### config.mk
export PLATFORM = sky130hd
export DESIGN_NAME = spi_pin_sel
export DESIGN_NICKNAME = d
export VERILOG_FILES = /design/src/hw/spi_pins_pkg.sv /design/src/hw/spi_pin_sel.sv
export VERILOG_INCLUDE_DIRS = /design/src /design/src/hw
export SDC_FILE = /design/constraint.sdc
export NUM_CORES = 1
export LEC_CHECK = 0
export BUFFER_PORTS_ARGS = -buffer_cell sky130_fd_sc_hd__buf_2
export CELL_PAD_IN_SITES_DETAIL_PLACEMENT = 1
export CELL_PAD_IN_SITES_GLOBAL_PLACEMENT = 2
export CORE_MARGIN = 10
export CORE_UTILIZATION = 35
export DETAILED_ROUTE_END_ITERATION = 8
export PLACE_DENSITY_LB_ADDON = 0.12
export SETUP_SLACK_MARGIN = 0.4
export SLEW_MARGIN = 20
export SYNTH_ARGS = -nofsm -noshare
export SYNTH_HDL_FRONTEND = slang
export SYNTH_SLANG_ARGS = --single-unit
### constraint.sdc
create_clock -name clk_i -period 2.7 [get_ports clk_i]
set_clock_uncertainty 0.15 [all_clocks]
set_input_delay 0.81 -clock clk_i [delete_from_list [all_inputs] [get_ports clk_i]]
set_output_delay 0.81 -clock clk_i [all_outputs]
set_load 0.05 [all_outputs]
### src/hw/spi_pins_defines.svh
// Constants for the serial port pin and select mode logic.
// Assumes inclusion by bare name from the design files.
`ifndef SPI_PINS_DEFINES_SVH
`define SPI_PINS_DEFINES_SVH

// Register map (word addresses on the plain register port)
`define ADDR_CTRL        4'h0
`define ADDR_DATA        4'h1
`define ADDR_CLKDIV      4'h2
// Control register fields
`define CTRL_EN_BIT      0
`define CTRL_SELLO_BIT   2
`define CTRL_SELHI_BIT   3
`define CTRL_MODE_FAULT_FLAG_BIT    5
`define CTRL_MASTER_ENABLE_BIT_BIT   6
`define CTRL_DONE_BIT    7
`define CTRL_RESET       8'h04
// Select mode encodings
`define SEL_3WIRE        2'b00
`define SEL_4WIRE_IN     2'b01
// Master clock half period less one, default in system clocks
`define CLKDIV_RESET     8'h03
`define BITS_PER_BYTE    4'h8

`endif

### src/hw/spi_pins_pkg.sv
// Types for the serial port pin and select mode logic.
// Assumes the defines header is compiled alongside.
`default_nettype none
package spi_pins_pkg;
   typedef enum logic [1:0] {
      MODE_3WIRE,
      MODE_4WIRE_IN,
      MODE_OUT_LO,
      MODE_OUT_HI
   } sel_mode_t;
   typedef enum logic {
      M_IDLE,
      M_BUSY
   } mst_state_t;
endpackage : spi_pins_pkg
`default_nettype wire

### src/hw/spi_pin_sel.sv
// Serial port pins, select line modes, master and slave shifting.
// Assumes pins are asynchronous; system clock at 200 MHz; mode 0 clocking.
`include "spi_pins_defines.svh"
`default_nettype none

module spi_pin_sel (
   // Clock and reset
   input  wire logic       clk_i,
   input  wire logic       sys_rst_i,
   // Register port
   input  wire logic [3:0] addr_i,
   input  wire logic [7:0] wdata_i,
   input  wire logic       wr_i,
   input  wire logic       rd_i,
   output logic      [7:0] rdata_o,
   // Data out (master to slave) pin
   input  wire logic       mosi_i,
   output logic            mosi_o,
   output logic            mosi_oe_n_o,
   // Data in (slave to master) pin
   input  wire logic       miso_i,
   output logic            miso_o,
   output logic            miso_oe_n_o,
   // Serial clock pin
   input  wire logic       sck_i,
   output logic            sck_o,
   output logic            sck_oe_n_o,
   // Select pin
   input  wire logic       nss_i,
   output logic            nss_o,
   output logic            nss_oe_n_o,
   output logic            nss_routed_o
);

   // ----------------------------------------------------------------
   // Pin synchronisers
   // ----------------------------------------------------------------
   logic [1:0] sck_s_r, nss_s_r, mosi_s_r, miso_s_r;
   logic       sck_d_r, nss_d_r;

   // Two stages each, then one delay on clock and select for edge finding
   always_ff @(posedge clk_i or posedge sys_rst_i) begin
      if (sys_rst_i) begin
         sck_s_r  <= 2'h0;
         nss_s_r  <= 2'h3;
         mosi_s_r <= 2'h0;
         miso_s_r <= 2'h0;
         sck_d_r  <= 1'b0;
         nss_d_r  <= 1'b1;
      end else begin
         sck_s_r  <= {sck_s_r[0], sck_i};
         nss_s_r  <= {nss_s_r[0], nss_i};
         mosi_s_r <= {mosi_s_r[0], mosi_i};
         miso_s_r <= {miso_s_r[0], miso_i};
         sck_d_r  <= sck_s_r[1];
         nss_d_r  <= nss_s_r[1];
      end
   end

   logic sck_rise, sck_fall, nss_fall, nss_lvl;
   assign sck_rise = sck_s_r[1] & ~sck_d_r;
   assign sck_fall = ~sck_s_r[1] & sck_d_r;
   assign nss_fall = ~nss_s_r[1] & nss_d_r;
   assign nss_lvl  = nss_s_r[1];

   // ----------------------------------------------------------------
   // State
   // ----------------------------------------------------------------
   logic [7:0] ctrl_r, ctrl_nxt;
   logic [7:0] div_r, div_nxt;
   logic [7:0] shreg_r, shreg_nxt;
   logic [7:0] rxbuf_r, rxbuf_nxt;
   logic [7:0] rdata_r, rdata_nxt;
   logic [7:0] dcnt_r, dcnt_nxt;
   logic [3:0] bcnt_r, bcnt_nxt;
   logic       sck_r, sck_nxt;
   logic       samp_r, samp_nxt;
   spi_pins_pkg::mst_state_t mst_r, mst_nxt;

   logic       en, master;
   spi_pins_pkg::sel_mode_t selm;
   logic       selected, slave_act;
   assign en     = ctrl_r[`CTRL_EN_BIT];
   assign master = ctrl_r[`CTRL_MASTER_ENABLE_BIT_BIT];
   assign selm   = spi_pins_pkg::sel_mode_t'(
      {ctrl_r[`CTRL_SELHI_BIT], ctrl_r[`CTRL_SELLO_BIT]});
   // 3-wire slave always selected; 4-wire slave needs select low
   assign selected = (selm == `SEL_3WIRE) | ~nss_lvl;
   // Slave logic acts only when enabled, not master, and selected
   assign slave_act = en & ~master & selected;

   // Next state of control, shifting and counting
   always_comb begin
      ctrl_nxt  = ctrl_r;
      div_nxt   = div_r;
      shreg_nxt = shreg_r;
      rxbuf_nxt = rxbuf_r;
      rdata_nxt = 8'h00;
      dcnt_nxt  = dcnt_r;
      bcnt_nxt  = bcnt_r;
      sck_nxt   = sck_r;
      samp_nxt  = samp_r;
      mst_nxt   = mst_r;
      // Software writes
      if (wr_i) begin
         case (addr_i)
            `ADDR_CTRL: begin
               ctrl_nxt[`CTRL_EN_BIT]    = wdata_i[`CTRL_EN_BIT];
               ctrl_nxt[`CTRL_SELLO_BIT] = wdata_i[`CTRL_SELLO_BIT];
               ctrl_nxt[`CTRL_SELHI_BIT] = wdata_i[`CTRL_SELHI_BIT];
               ctrl_nxt[`CTRL_MASTER_ENABLE_BIT_BIT] = wdata_i[`CTRL_MASTER_ENABLE_BIT_BIT];
               // Flags clear on writing zero
               if (!wdata_i[`CTRL_MODE_FAULT_FLAG_BIT])
                  ctrl_nxt[`CTRL_MODE_FAULT_FLAG_BIT] = 1'b0;
               if (!wdata_i[`CTRL_DONE_BIT])
                  ctrl_nxt[`CTRL_DONE_BIT] = 1'b0;
               // Re-enable clears the bit counter
               if (wdata_i[`CTRL_EN_BIT] && !en)
                  bcnt_nxt = 4'h0;
            end
            `ADDR_DATA: begin
               shreg_nxt = wdata_i;
               if (en && master && mst_r == spi_pins_pkg::M_IDLE) begin
                  mst_nxt  = spi_pins_pkg::M_BUSY;
                  bcnt_nxt = 4'h0;
                  dcnt_nxt = div_r;
                  sck_nxt  = 1'b0;
               end
            end
            `ADDR_CLKDIV: div_nxt = wdata_i;
            default: ;
         endcase
      end
      // Read data, one cycle later
      if (rd_i) begin
         case (addr_i)
            `ADDR_CTRL:   rdata_nxt = ctrl_r;
            `ADDR_DATA:   rdata_nxt = rxbuf_r;
            `ADDR_CLKDIV: rdata_nxt = div_r;
            default:      rdata_nxt = 8'h00;
         endcase
      end
      // Master clock generation and shifting
      if (mst_r == spi_pins_pkg::M_BUSY) begin
         if (dcnt_r != 8'h00) begin
            dcnt_nxt = dcnt_r - 8'h01;
         end else begin
            dcnt_nxt = div_r;
            sck_nxt  = ~sck_r;
            if (!sck_r) begin
               samp_nxt = miso_s_r[1];
            end else begin
               shreg_nxt = {shreg_r[6:0], samp_r};
               bcnt_nxt  = bcnt_r + 4'h1;
               if (bcnt_r == `BITS_PER_BYTE - 4'h1) begin
                  mst_nxt   = spi_pins_pkg::M_IDLE;
                  rxbuf_nxt = {shreg_r[6:0], samp_r};
                  ctrl_nxt[`CTRL_DONE_BIT] = 1'b1;
                  bcnt_nxt  = 4'h0;
               end
            end
         end
      end
      // Slave shifting on serial clock edges
      if (en && !master && selm == `SEL_4WIRE_IN && nss_fall)
         bcnt_nxt = 4'h0;
      else if (slave_act && sck_rise)
         samp_nxt = mosi_s_r[1];
      else if (slave_act && sck_fall) begin
         shreg_nxt = {shreg_r[6:0], samp_r};
         bcnt_nxt  = bcnt_r + 4'h1;
         if (bcnt_r == `BITS_PER_BYTE - 4'h1) begin
            rxbuf_nxt = {shreg_r[6:0], samp_r};
            ctrl_nxt[`CTRL_DONE_BIT] = 1'b1;
            bcnt_nxt  = 4'h0;
         end
      end
      // Mode fault: another master pulled select low
      if (en && master && selm == `SEL_4WIRE_IN && nss_fall) begin
         ctrl_nxt[`CTRL_MASTER_ENABLE_BIT_BIT] = 1'b0;
         ctrl_nxt[`CTRL_EN_BIT]    = 1'b0;
         ctrl_nxt[`CTRL_MODE_FAULT_FLAG_BIT]  = 1'b1;
      end
      // Disabled port or slave role idles the master and drops its clock
      if (!ctrl_nxt[`CTRL_EN_BIT] || !ctrl_nxt[`CTRL_MASTER_ENABLE_BIT_BIT]) begin
         mst_nxt = spi_pins_pkg::M_IDLE;
         sck_nxt = 1'b0;
      end
   end

   // Register state
   always_ff @(posedge clk_i or posedge sys_rst_i) begin
      if (sys_rst_i) begin
         ctrl_r  <= `CTRL_RESET;
         div_r   <= `CLKDIV_RESET;
         shreg_r <= 8'h00;
         rxbuf_r <= 8'h00;
         rdata_r <= 8'h00;
         dcnt_r  <= 8'h00;
         bcnt_r  <= 4'h0;
         sck_r   <= 1'b0;
         samp_r  <= 1'b0;
         mst_r   <= spi_pins_pkg::M_IDLE;
      end else begin
         ctrl_r  <= ctrl_nxt;
         div_r   <= div_nxt;
         shreg_r <= shreg_nxt;
         rxbuf_r <= rxbuf_nxt;
         rdata_r <= rdata_nxt;
         dcnt_r  <= dcnt_nxt;
         bcnt_r  <= bcnt_nxt;
         sck_r   <= sck_nxt;
         samp_r  <= samp_nxt;
         mst_r   <= mst_nxt;
      end
   end

   // ----------------------------------------------------------------
   // Pin drivers (enable low means driving)
   // ----------------------------------------------------------------
   assign rdata_o     = rdata_r;
   assign mosi_o      = shreg_r[7];
   assign mosi_oe_n_o = ~(en & master);
   assign miso_o      = shreg_r[7];
   assign miso_oe_n_o = ~slave_act | master;
   assign sck_o       = sck_r;
   assign sck_oe_n_o  = ~(en & master);
   assign nss_o       = ctrl_r[`CTRL_SELLO_BIT];
   assign nss_oe_n_o  = ~ctrl_r[`CTRL_SELHI_BIT];
   assign nss_routed_o = (selm != `SEL_3WIRE);
endmodule : spi_pin_sel
`default_nettype wire

=== Word level (Yosys, flattened, before mapping) ===
Cells that the tools add are included.

* Add/subtract/negate cells: 2
* Multipliers: 0
* Div/mod/pow operators: 0
* Magnitude comparators: 0
* Equality and inequality tests: 5
* Shift operators: 0
* Multiplexer cells: 69
* Bitwise gates (word level): 17
* Reductions and logical operators: 28

{| class="wikitable"
|+ Operator list
! operator !! number
|-
| $mux W8 || 22
|-
| $mux W4 || 10
|-
| $mux W1 || 32
|-
| $pmux W8 S3 || 1
|-
| $reduce_bool A2 Y1 || 6
|-
| $logic_and A1 B1 Y1 || 10
|-
| $not A1 Y1 || 9
|-
| $pmux W4 S2 || 1
|-
| $reduce_bool A8 Y1 || 1
|-
| $sub A8 B1 Y8 const B || 1
|-
| $and A1 B1 Y1 || 6
|-
| $mux W3 || 2
|-
| $reduce_and A3 Y1 || 2
|-
| $add A4 B1 Y4 const B || 1
|-
| $eq A4 B1 Y1 const B || 1
|-
| $eq A4 B2 Y1 const B || 1
|-
| $eq A4 B3 Y1 const B || 1
|-
| $logic_not A1 Y1 || 4
|-
| $logic_not A4 Y1 || 1
|-
| $reduce_and A2 Y1 || 2
|-
| $eq A2 B1 Y1 const B || 1
|-
| $logic_not A2 Y1 || 1
|-
| $mux W2 || 1
|-
| $ne A2 B1 Y1 const B || 1
|-
| 2 further kinds || 3
|}

* Bits in registers: 63
* Bits in latches: 0
* RAM bits: 0
* Memory bits (read-only): 0
* Input port bits: 20
* Output and inout bits: 17
* Logic and storage cells: 139
* Memories kept: 0

=== Depth between registers and ports, before layout ===
* Depth in word-level cells: 11
* Depth in mapped cells: 8
* Depth with buffers taken out: 7

=== Worst setup path after synthesis ===
OpenSTA, ideal clock, no wires.

* Path type: input -> register
* From: input port addr_i[1]
* To: register dcnt_r[1]
* Library setup time: 0.125 ns
* Data arrival time: 2.030 ns
* Data required time: 2.425 ns
* Path slack: 0.395 ns
* Stages: 6
* Path buffers: 2
* Cell sequence: buf_2 > nor2b_1 > clkbuf_1 > nand2_2 > o21bai_2 > mux2_2

* Cells in the longest elaborated chain, start to end: 3

{| class="wikitable"
|+ Ends and longest elaborated chain
! element !! line !! text
|-
| start: declaration || spi_pin_sel.sv:11 || <nowiki>input wire logic [3:0] addr_i,</nowiki>
|-
| $eq A4 B1 Y1 || spi_pin_sel.sv:106 || <nowiki>case (addr_i)</nowiki>
|-
| $reduce_bool A2 Y1 (no source line) || n/a ||
|-
| $reduce_and A3 Y1 (no source line) || n/a ||
|-
| end signal: assignment || spi_pin_sel.sv:210 || <nowiki>dcnt_r <= dcnt_nxt;</nowiki>
|-
| end: declaration || spi_pin_sel.sv:74 || <nowiki>logic [7:0] dcnt_r, dcnt_nxt;</nowiki>
|}

Every way passes these cells.
A chain may end at the register's enable or synchronous reset.

=== Worst setup path after layout ===
* From: register ctrl_r[2]
* To: output port miso_oe_n_o

* Cells in the longest elaborated chain, start to end: 5

{| class="wikitable"
|+ Ends and longest elaborated chain
! element !! line !! text
|-
| start: declaration || spi_pin_sel.sv:69 || <nowiki>logic [7:0] ctrl_r, ctrl_nxt;</nowiki>
|-
| start signal: assignment || spi_pin_sel.sv:194 || <nowiki>ctrl_r <= `CTRL_RESET;</nowiki>
|-
| start signal: assignment || spi_pin_sel.sv:205 || <nowiki>ctrl_r <= ctrl_nxt;</nowiki>
|-
| $logic_not A2 Y1 (no source line) || n/a ||
|-
| $or A1 B1 Y1 || spi_pin_sel.sv:88 || <nowiki>assign selected = (selm == `SEL_3WIRE) | ~nss_lvl;</nowiki>
|-
| $and A1 B1 Y1 || spi_pin_sel.sv:90 || <nowiki>assign slave_act = en & ~master & selected;</nowiki>
|-
| $not A1 Y1 || spi_pin_sel.sv:225 || <nowiki>assign miso_oe_n_o = ~slave_act | master;</nowiki>
|-
| $or A1 B1 Y1 || spi_pin_sel.sv:225 ||
|-
| end: declaration || spi_pin_sel.sv:23 || <nowiki>output logic miso_oe_n_o,</nowiki>
|}

Every way passes these cells.

==> impl_metrics.prom <==
# TYPE chip_impl_metric gauge
chip_impl_metric{name="ys.warnings.count",unit=""} 0
chip_impl_info{name="timing.critical_path.max_delay_family",value="flip-flops"} 1
chip_impl_metric{name="worst-endpoint-required",unit="ns"} 1.74
chip_impl_metric{name="power.leakage",unit="nW"} 1.73
chip_impl_info{name="synthDominantAreaCellType",value="dfrtp_1"} 1
chip_impl_metric{name="yosysSeqAreaShare",unit="%"} 52.4
chip_impl_info{name="hold_crit_start",value="mosi_s_r[0]$_DFF_PP0_"} 1
chip_impl_metric{name="via_per_inst",unit=""} 5.11
chip_impl_metric{name="ir_drop",unit="mV"} 0.312
chip_impl_info{name="synthMostInstantiatedCell",value="dfrtp_1"} 1
chip_impl_metric{name="ff2ff_path_depth",unit=""} 7
chip_impl_info{name="worstPathCellList",value="o21ai_2, nand3b_1, buf_6"} 1
chip_impl_metric{name="tritoncts.num_buffers",unit=""} 9
chip_impl_metric{name="antenna-diode-count",unit=""} 0
chip_impl_info{name="crit_start",value="ctrl_r[2]$_DFFE_PP1P_"} 1
chip_impl_metric{name="power_density",unit="mW/mm²"} 766
chip_impl_metric{name="period_needed",unit="ns"} 2.27
chip_impl_info{name="synth_top_cells_by_area",value="dfrtp_1, dfstp_2, mux2i_1, mux2_2, mux2_4"} 1
chip_impl_metric{name="r2r_slack",unit="ns"} 0.44
chip_impl_metric{name="synth_top_area_share",unit="%"} 47.2
chip_impl_metric{name="finalCritPeriodShare",unit="%"} 84.1
chip_impl_info{name="critical_path.reg2reg.startpoint",value="dcnt_r[0]$_DFFE_PP0P_"} 1
chip_impl_info{name="grt.busiest_layer",value="met2"} 1
chip_impl_metric{name="met2_capacity_usage_during_global_routing",unit="%"} 19.2
chip_impl_metric{name="met3_layer_usage_reported_by_global_route",unit="%"} 3.91
chip_impl_info{name="min-delay-path-class",value="reg2reg"} 1
chip_impl_metric{name="synth_seq_cells",unit=""} 63
chip_impl_metric{name="io_buffer_count",unit=""} 36
chip_impl_info{name="synth_top_cells_by_count",value="dfrtp_1, nand2_1, nor2_1, o21ai_0, a21oi_1"} 1
chip_impl_metric{name="flow.area_growth_from_synthesis",unit="%"} 21.6
chip_impl_metric{name="finalNetCount",unit=""} 344
chip_impl_info{name="unrepaired_setup_endpoints_after_global_routing",value="true"} 1
chip_impl_metric{name="grt_antenna_before_repair",unit=""} 0
chip_impl_metric{name="ctsHtreeMaxLevel",unit=""} 3
chip_impl_info{name="setup.worst_path.end_class",value="primary output"} 1
chip_impl_metric{name="cp.buffers_inverters",unit=""} 1
chip_impl_metric{name="core",unit="mm²"} 0.00830
chip_impl_info{name="timing.hold.worst_endpoint",value="mosi_s_r[1]$_DFF_PP0_"} 1
chip_impl_metric{name="max-clock-path-buffers",unit=""} 2
chip_impl_metric{name="drive_above_1_share",unit="%"} 35.6
chip_impl_info{name="run_status",value="completed"} 1
chip_impl_metric{name="die-width",unit="µm"} 113
chip_impl_metric{name="first_global_vias",unit=""} 2372
chip_impl_metric{name="fin_hold_ws",unit="ns"} 0.201
chip_impl_metric{name="report.final.slew_viol_count",unit=""} 0
chip_impl_metric{name="globalRouteOverflowTotal",unit=""} 0
chip_impl_metric{name="final.setup.tns",unit="ns"} 0
chip_impl_metric{name="fraction_of_synthesis_flops_using_an_asynchronous_set_or_reset_pin",unit="%"} 100
chip_impl_metric{name="timing.max_slew.rel_slack",unit="%"} 71.4
chip_impl_info{name="cts_root_buf",value="clkbuf_8"} 1
chip_impl_metric{name="final_hold_viol_count",unit=""} 0
chip_impl_metric{name="worstSkewPairLatency",unit="ns"} 0.35
chip_impl_metric{name="synth_instances",unit=""} 270
chip_impl_metric{name="syn_avg_cell_area",unit="µm²"} 11.2
chip_impl_metric{name="critPathArrivalTime",unit="ns"} 1.31
chip_impl_metric{name="critPathMaxFanout",unit=""} 5
chip_impl_metric{name="fp.dieArea",unit="mm²"} 0.0127
chip_impl_info{name="synth-main-ff-cell",value="dfrtp_1"} 1
chip_impl_metric{name="row_count",unit=""} 33
chip_impl_metric{name="drt_pre_antenna_iters",unit=""} 4
chip_impl_info{name="critical-path-slowest-cell",value="dfstp_2"} 1
chip_impl_metric{name="drt.antenna.violating_nets",unit=""} 0
chip_impl_metric{name="yosysUniqueCellTypes",unit=""} 51
chip_impl_metric{name="global_route.usage.met1",unit="%"} 16.3
chip_impl_metric{name="whs_path_depth",unit=""} 0
chip_impl_metric{name="finalWeightedCongestion",unit=""} 0.762
chip_impl_metric{name="vias",unit=""} 2201
chip_impl_metric{name="tightestPinTransition",unit="ns"} 0.427
chip_impl_metric{name="die_h",unit="µm"} 113
chip_impl_metric{name="post-route-drc-count",unit=""} 0
chip_impl_metric{name="place_hpwl",unit="µm"} 5770
chip_impl_metric{name="setup_violations",unit=""} 0
chip_impl_metric{name="synth-edff-count",unit=""} 0
chip_impl_info{name="worst_setup_path_start_kind",value="flip-flop"} 1
chip_impl_metric{name="synthesis.nets",unit=""} 293
chip_impl_metric{name="syn-cell-area",unit="mm²"} 0.00302
chip_impl_metric{name="drt-initial-drc-count",unit=""} 60
chip_impl_info{name="critical_path.reg2reg.endpoint",value="samp_r$_DFF_PP0_"} 1
chip_impl_metric{name="maxCapViolations",unit=""} 0
chip_impl_metric{name="max_clock_freq",unit="MHz"} 441
chip_impl_metric{name="design.portCount",unit=""} 37
chip_impl_metric{name="detail_route.wirelength",unit="µm"} 7810
chip_impl_metric{name="nFillCells",unit=""} 923
chip_impl_metric{name="worst_setup_hold_path_clk_slew",unit="ns"} 0.07
chip_impl_metric{name="critPathMaxStageDelay",unit="ns"} 0.58
chip_impl_metric{name="grt_start_max_net_pins",unit=""} 41
chip_impl_metric{name="routedWlPerCell",unit="µm"} 18.1
chip_impl_info{name="worstSetupPathType",value="reg2out"} 1
chip_impl_metric{name="all_layer_gr_usage",unit="%"} 12.6
chip_impl_metric{name="clk_sink_count",unit=""} 63
chip_impl_metric{name="initial_util",unit="%"} 36.4
chip_impl_metric{name="grt_first_pass_wirelength",unit="µm"} 12800
chip_impl_info{name="cts_tree",value="built"} 1
-- worst reg2reg max path, delay by kind of cell (launching register included) --
family                     cells  cell delay [ns]
adders and majority gates      1             0.12
buffers and inverters          1             0.11
DFF                            1             0.42
and+or+nand+nor                3             0.76
muxes                          2             0.58
-- report_power, final --
group	internal (W)	total, W	switching, W
Combinational	0.000258	0.000618	0.000361
Clock	0.000516	0.000899	0.000383
Sequential	0.00113	0.00130	0.000171
Total	0.00190	0.00281	0.000914
-- cells in the final DEF, fill, tap and decap left out, types with 3 or more instances in the layout --
cell type	netlist	final
dfrtp_1	57	54
buf_2	4	32
nor2_1	26	26
nand2_1	27	26
o21ai_0	20	19
buf_4	2	19
a21oi_1	16	16
mux2i_1	15	15
mux2_2	13	13
clkbuf_8	0	9
mux2_4	8	8
nand3_1	6	6
dfstp_2	6	6
nor3_1	4	4
o2bb2ai_1	4	4
inv_1	5	3
a22oi_1	3	3
nor4b_1	3	3
clkinvlp_4	0	3
o211ai_1	3	3
dfrtp_2	0	3
-- area by class of cell --
class	count	area [µm²]	area share, %
clock buffers	10	128	3.47
clock inverters	6	85.1	2.32
inverters	5	22.5	0.613
multi-input cells	189	1390	37.7
flip-flops and latches	63	1590	43.2
well taps	105	131	3.58
repair buffers	53	334	9.09
-- state kept, by name (all words and copies together) (netlist names) --
register  flops
rdata_o       8
ctrl_r        6
rxbuf_r       8
dcnt_r        8
miso_s_r      2
nss_s_r       2
shreg_r       8
sck_s_r       2
mst_r         1
samp_r        1
sck_d_r       1
sck_o         1
bcnt_r        4
nss_d_r       1
mosi_s_r      2
div_r         8
-- per-layer routing --
metal / share of wire (%) / routed length (µm)
met1: 48 / 3760
met4: 1.4 / 108
met5: 0 / 0
met2: 46 / 3630
met3: 4.1 / 319
-- timing repair --
item	4_1_cts	5_1_grt
endpoints found under the setup margin	5	19
buffers inserted	3	5
pin swaps	1	2
hold buffers	0	0
resized for setup	11	10
-- cell families after synthesis --
group	count (synthesis)	synth area share, %
AND/OR/NAND/NOR	93	16.9
buffers and inverters	18	3.69
XOR/XNOR	1	0.290
AO/OA/AOI/OAI	56	11.7
multiplexers	36	13.8
flip-flops	63	52.4
adder cells (fa/ha/maj)	3	1.24
-- per-stage QoR --
| stage | std cells | instance area [µm²] | util, % | setup slack [ns] | total power [W] |
|---|---|---|---|---|---|
| floorplan | 270 | 3030 | - | 0.418 | 0.00171 |
| global placement | 407 | 3330 | 40.1 | 0.296 | 0.00189 |
| detailed placement | 407 | 3330 | 40.1 | 0.233 | 0.00190 |
| CTS | 426 | 3590 | 43.3 | 0.404 | 0.00283 |
| global route | 431 | 3670 | 44.3 | 0.343 | 0.00298 |
| finish | 431 | 3670 | 44.3 | 0.431 | 0.00281 |
-- how the worst max path moves through the flow --
stage	cells after the start	end
floorplan	2	miso_oe_n_o
global placement	5	dcnt_r[1]$_DFFE_PP0P_
detailed placement	6	mst_r$_DFF_PP0_
CTS	3	miso_oe_n_o
global route	7	samp_r$_DFF_PP0_
finish	3	miso_oe_n_o
Power figures use the tool's default switching activity.
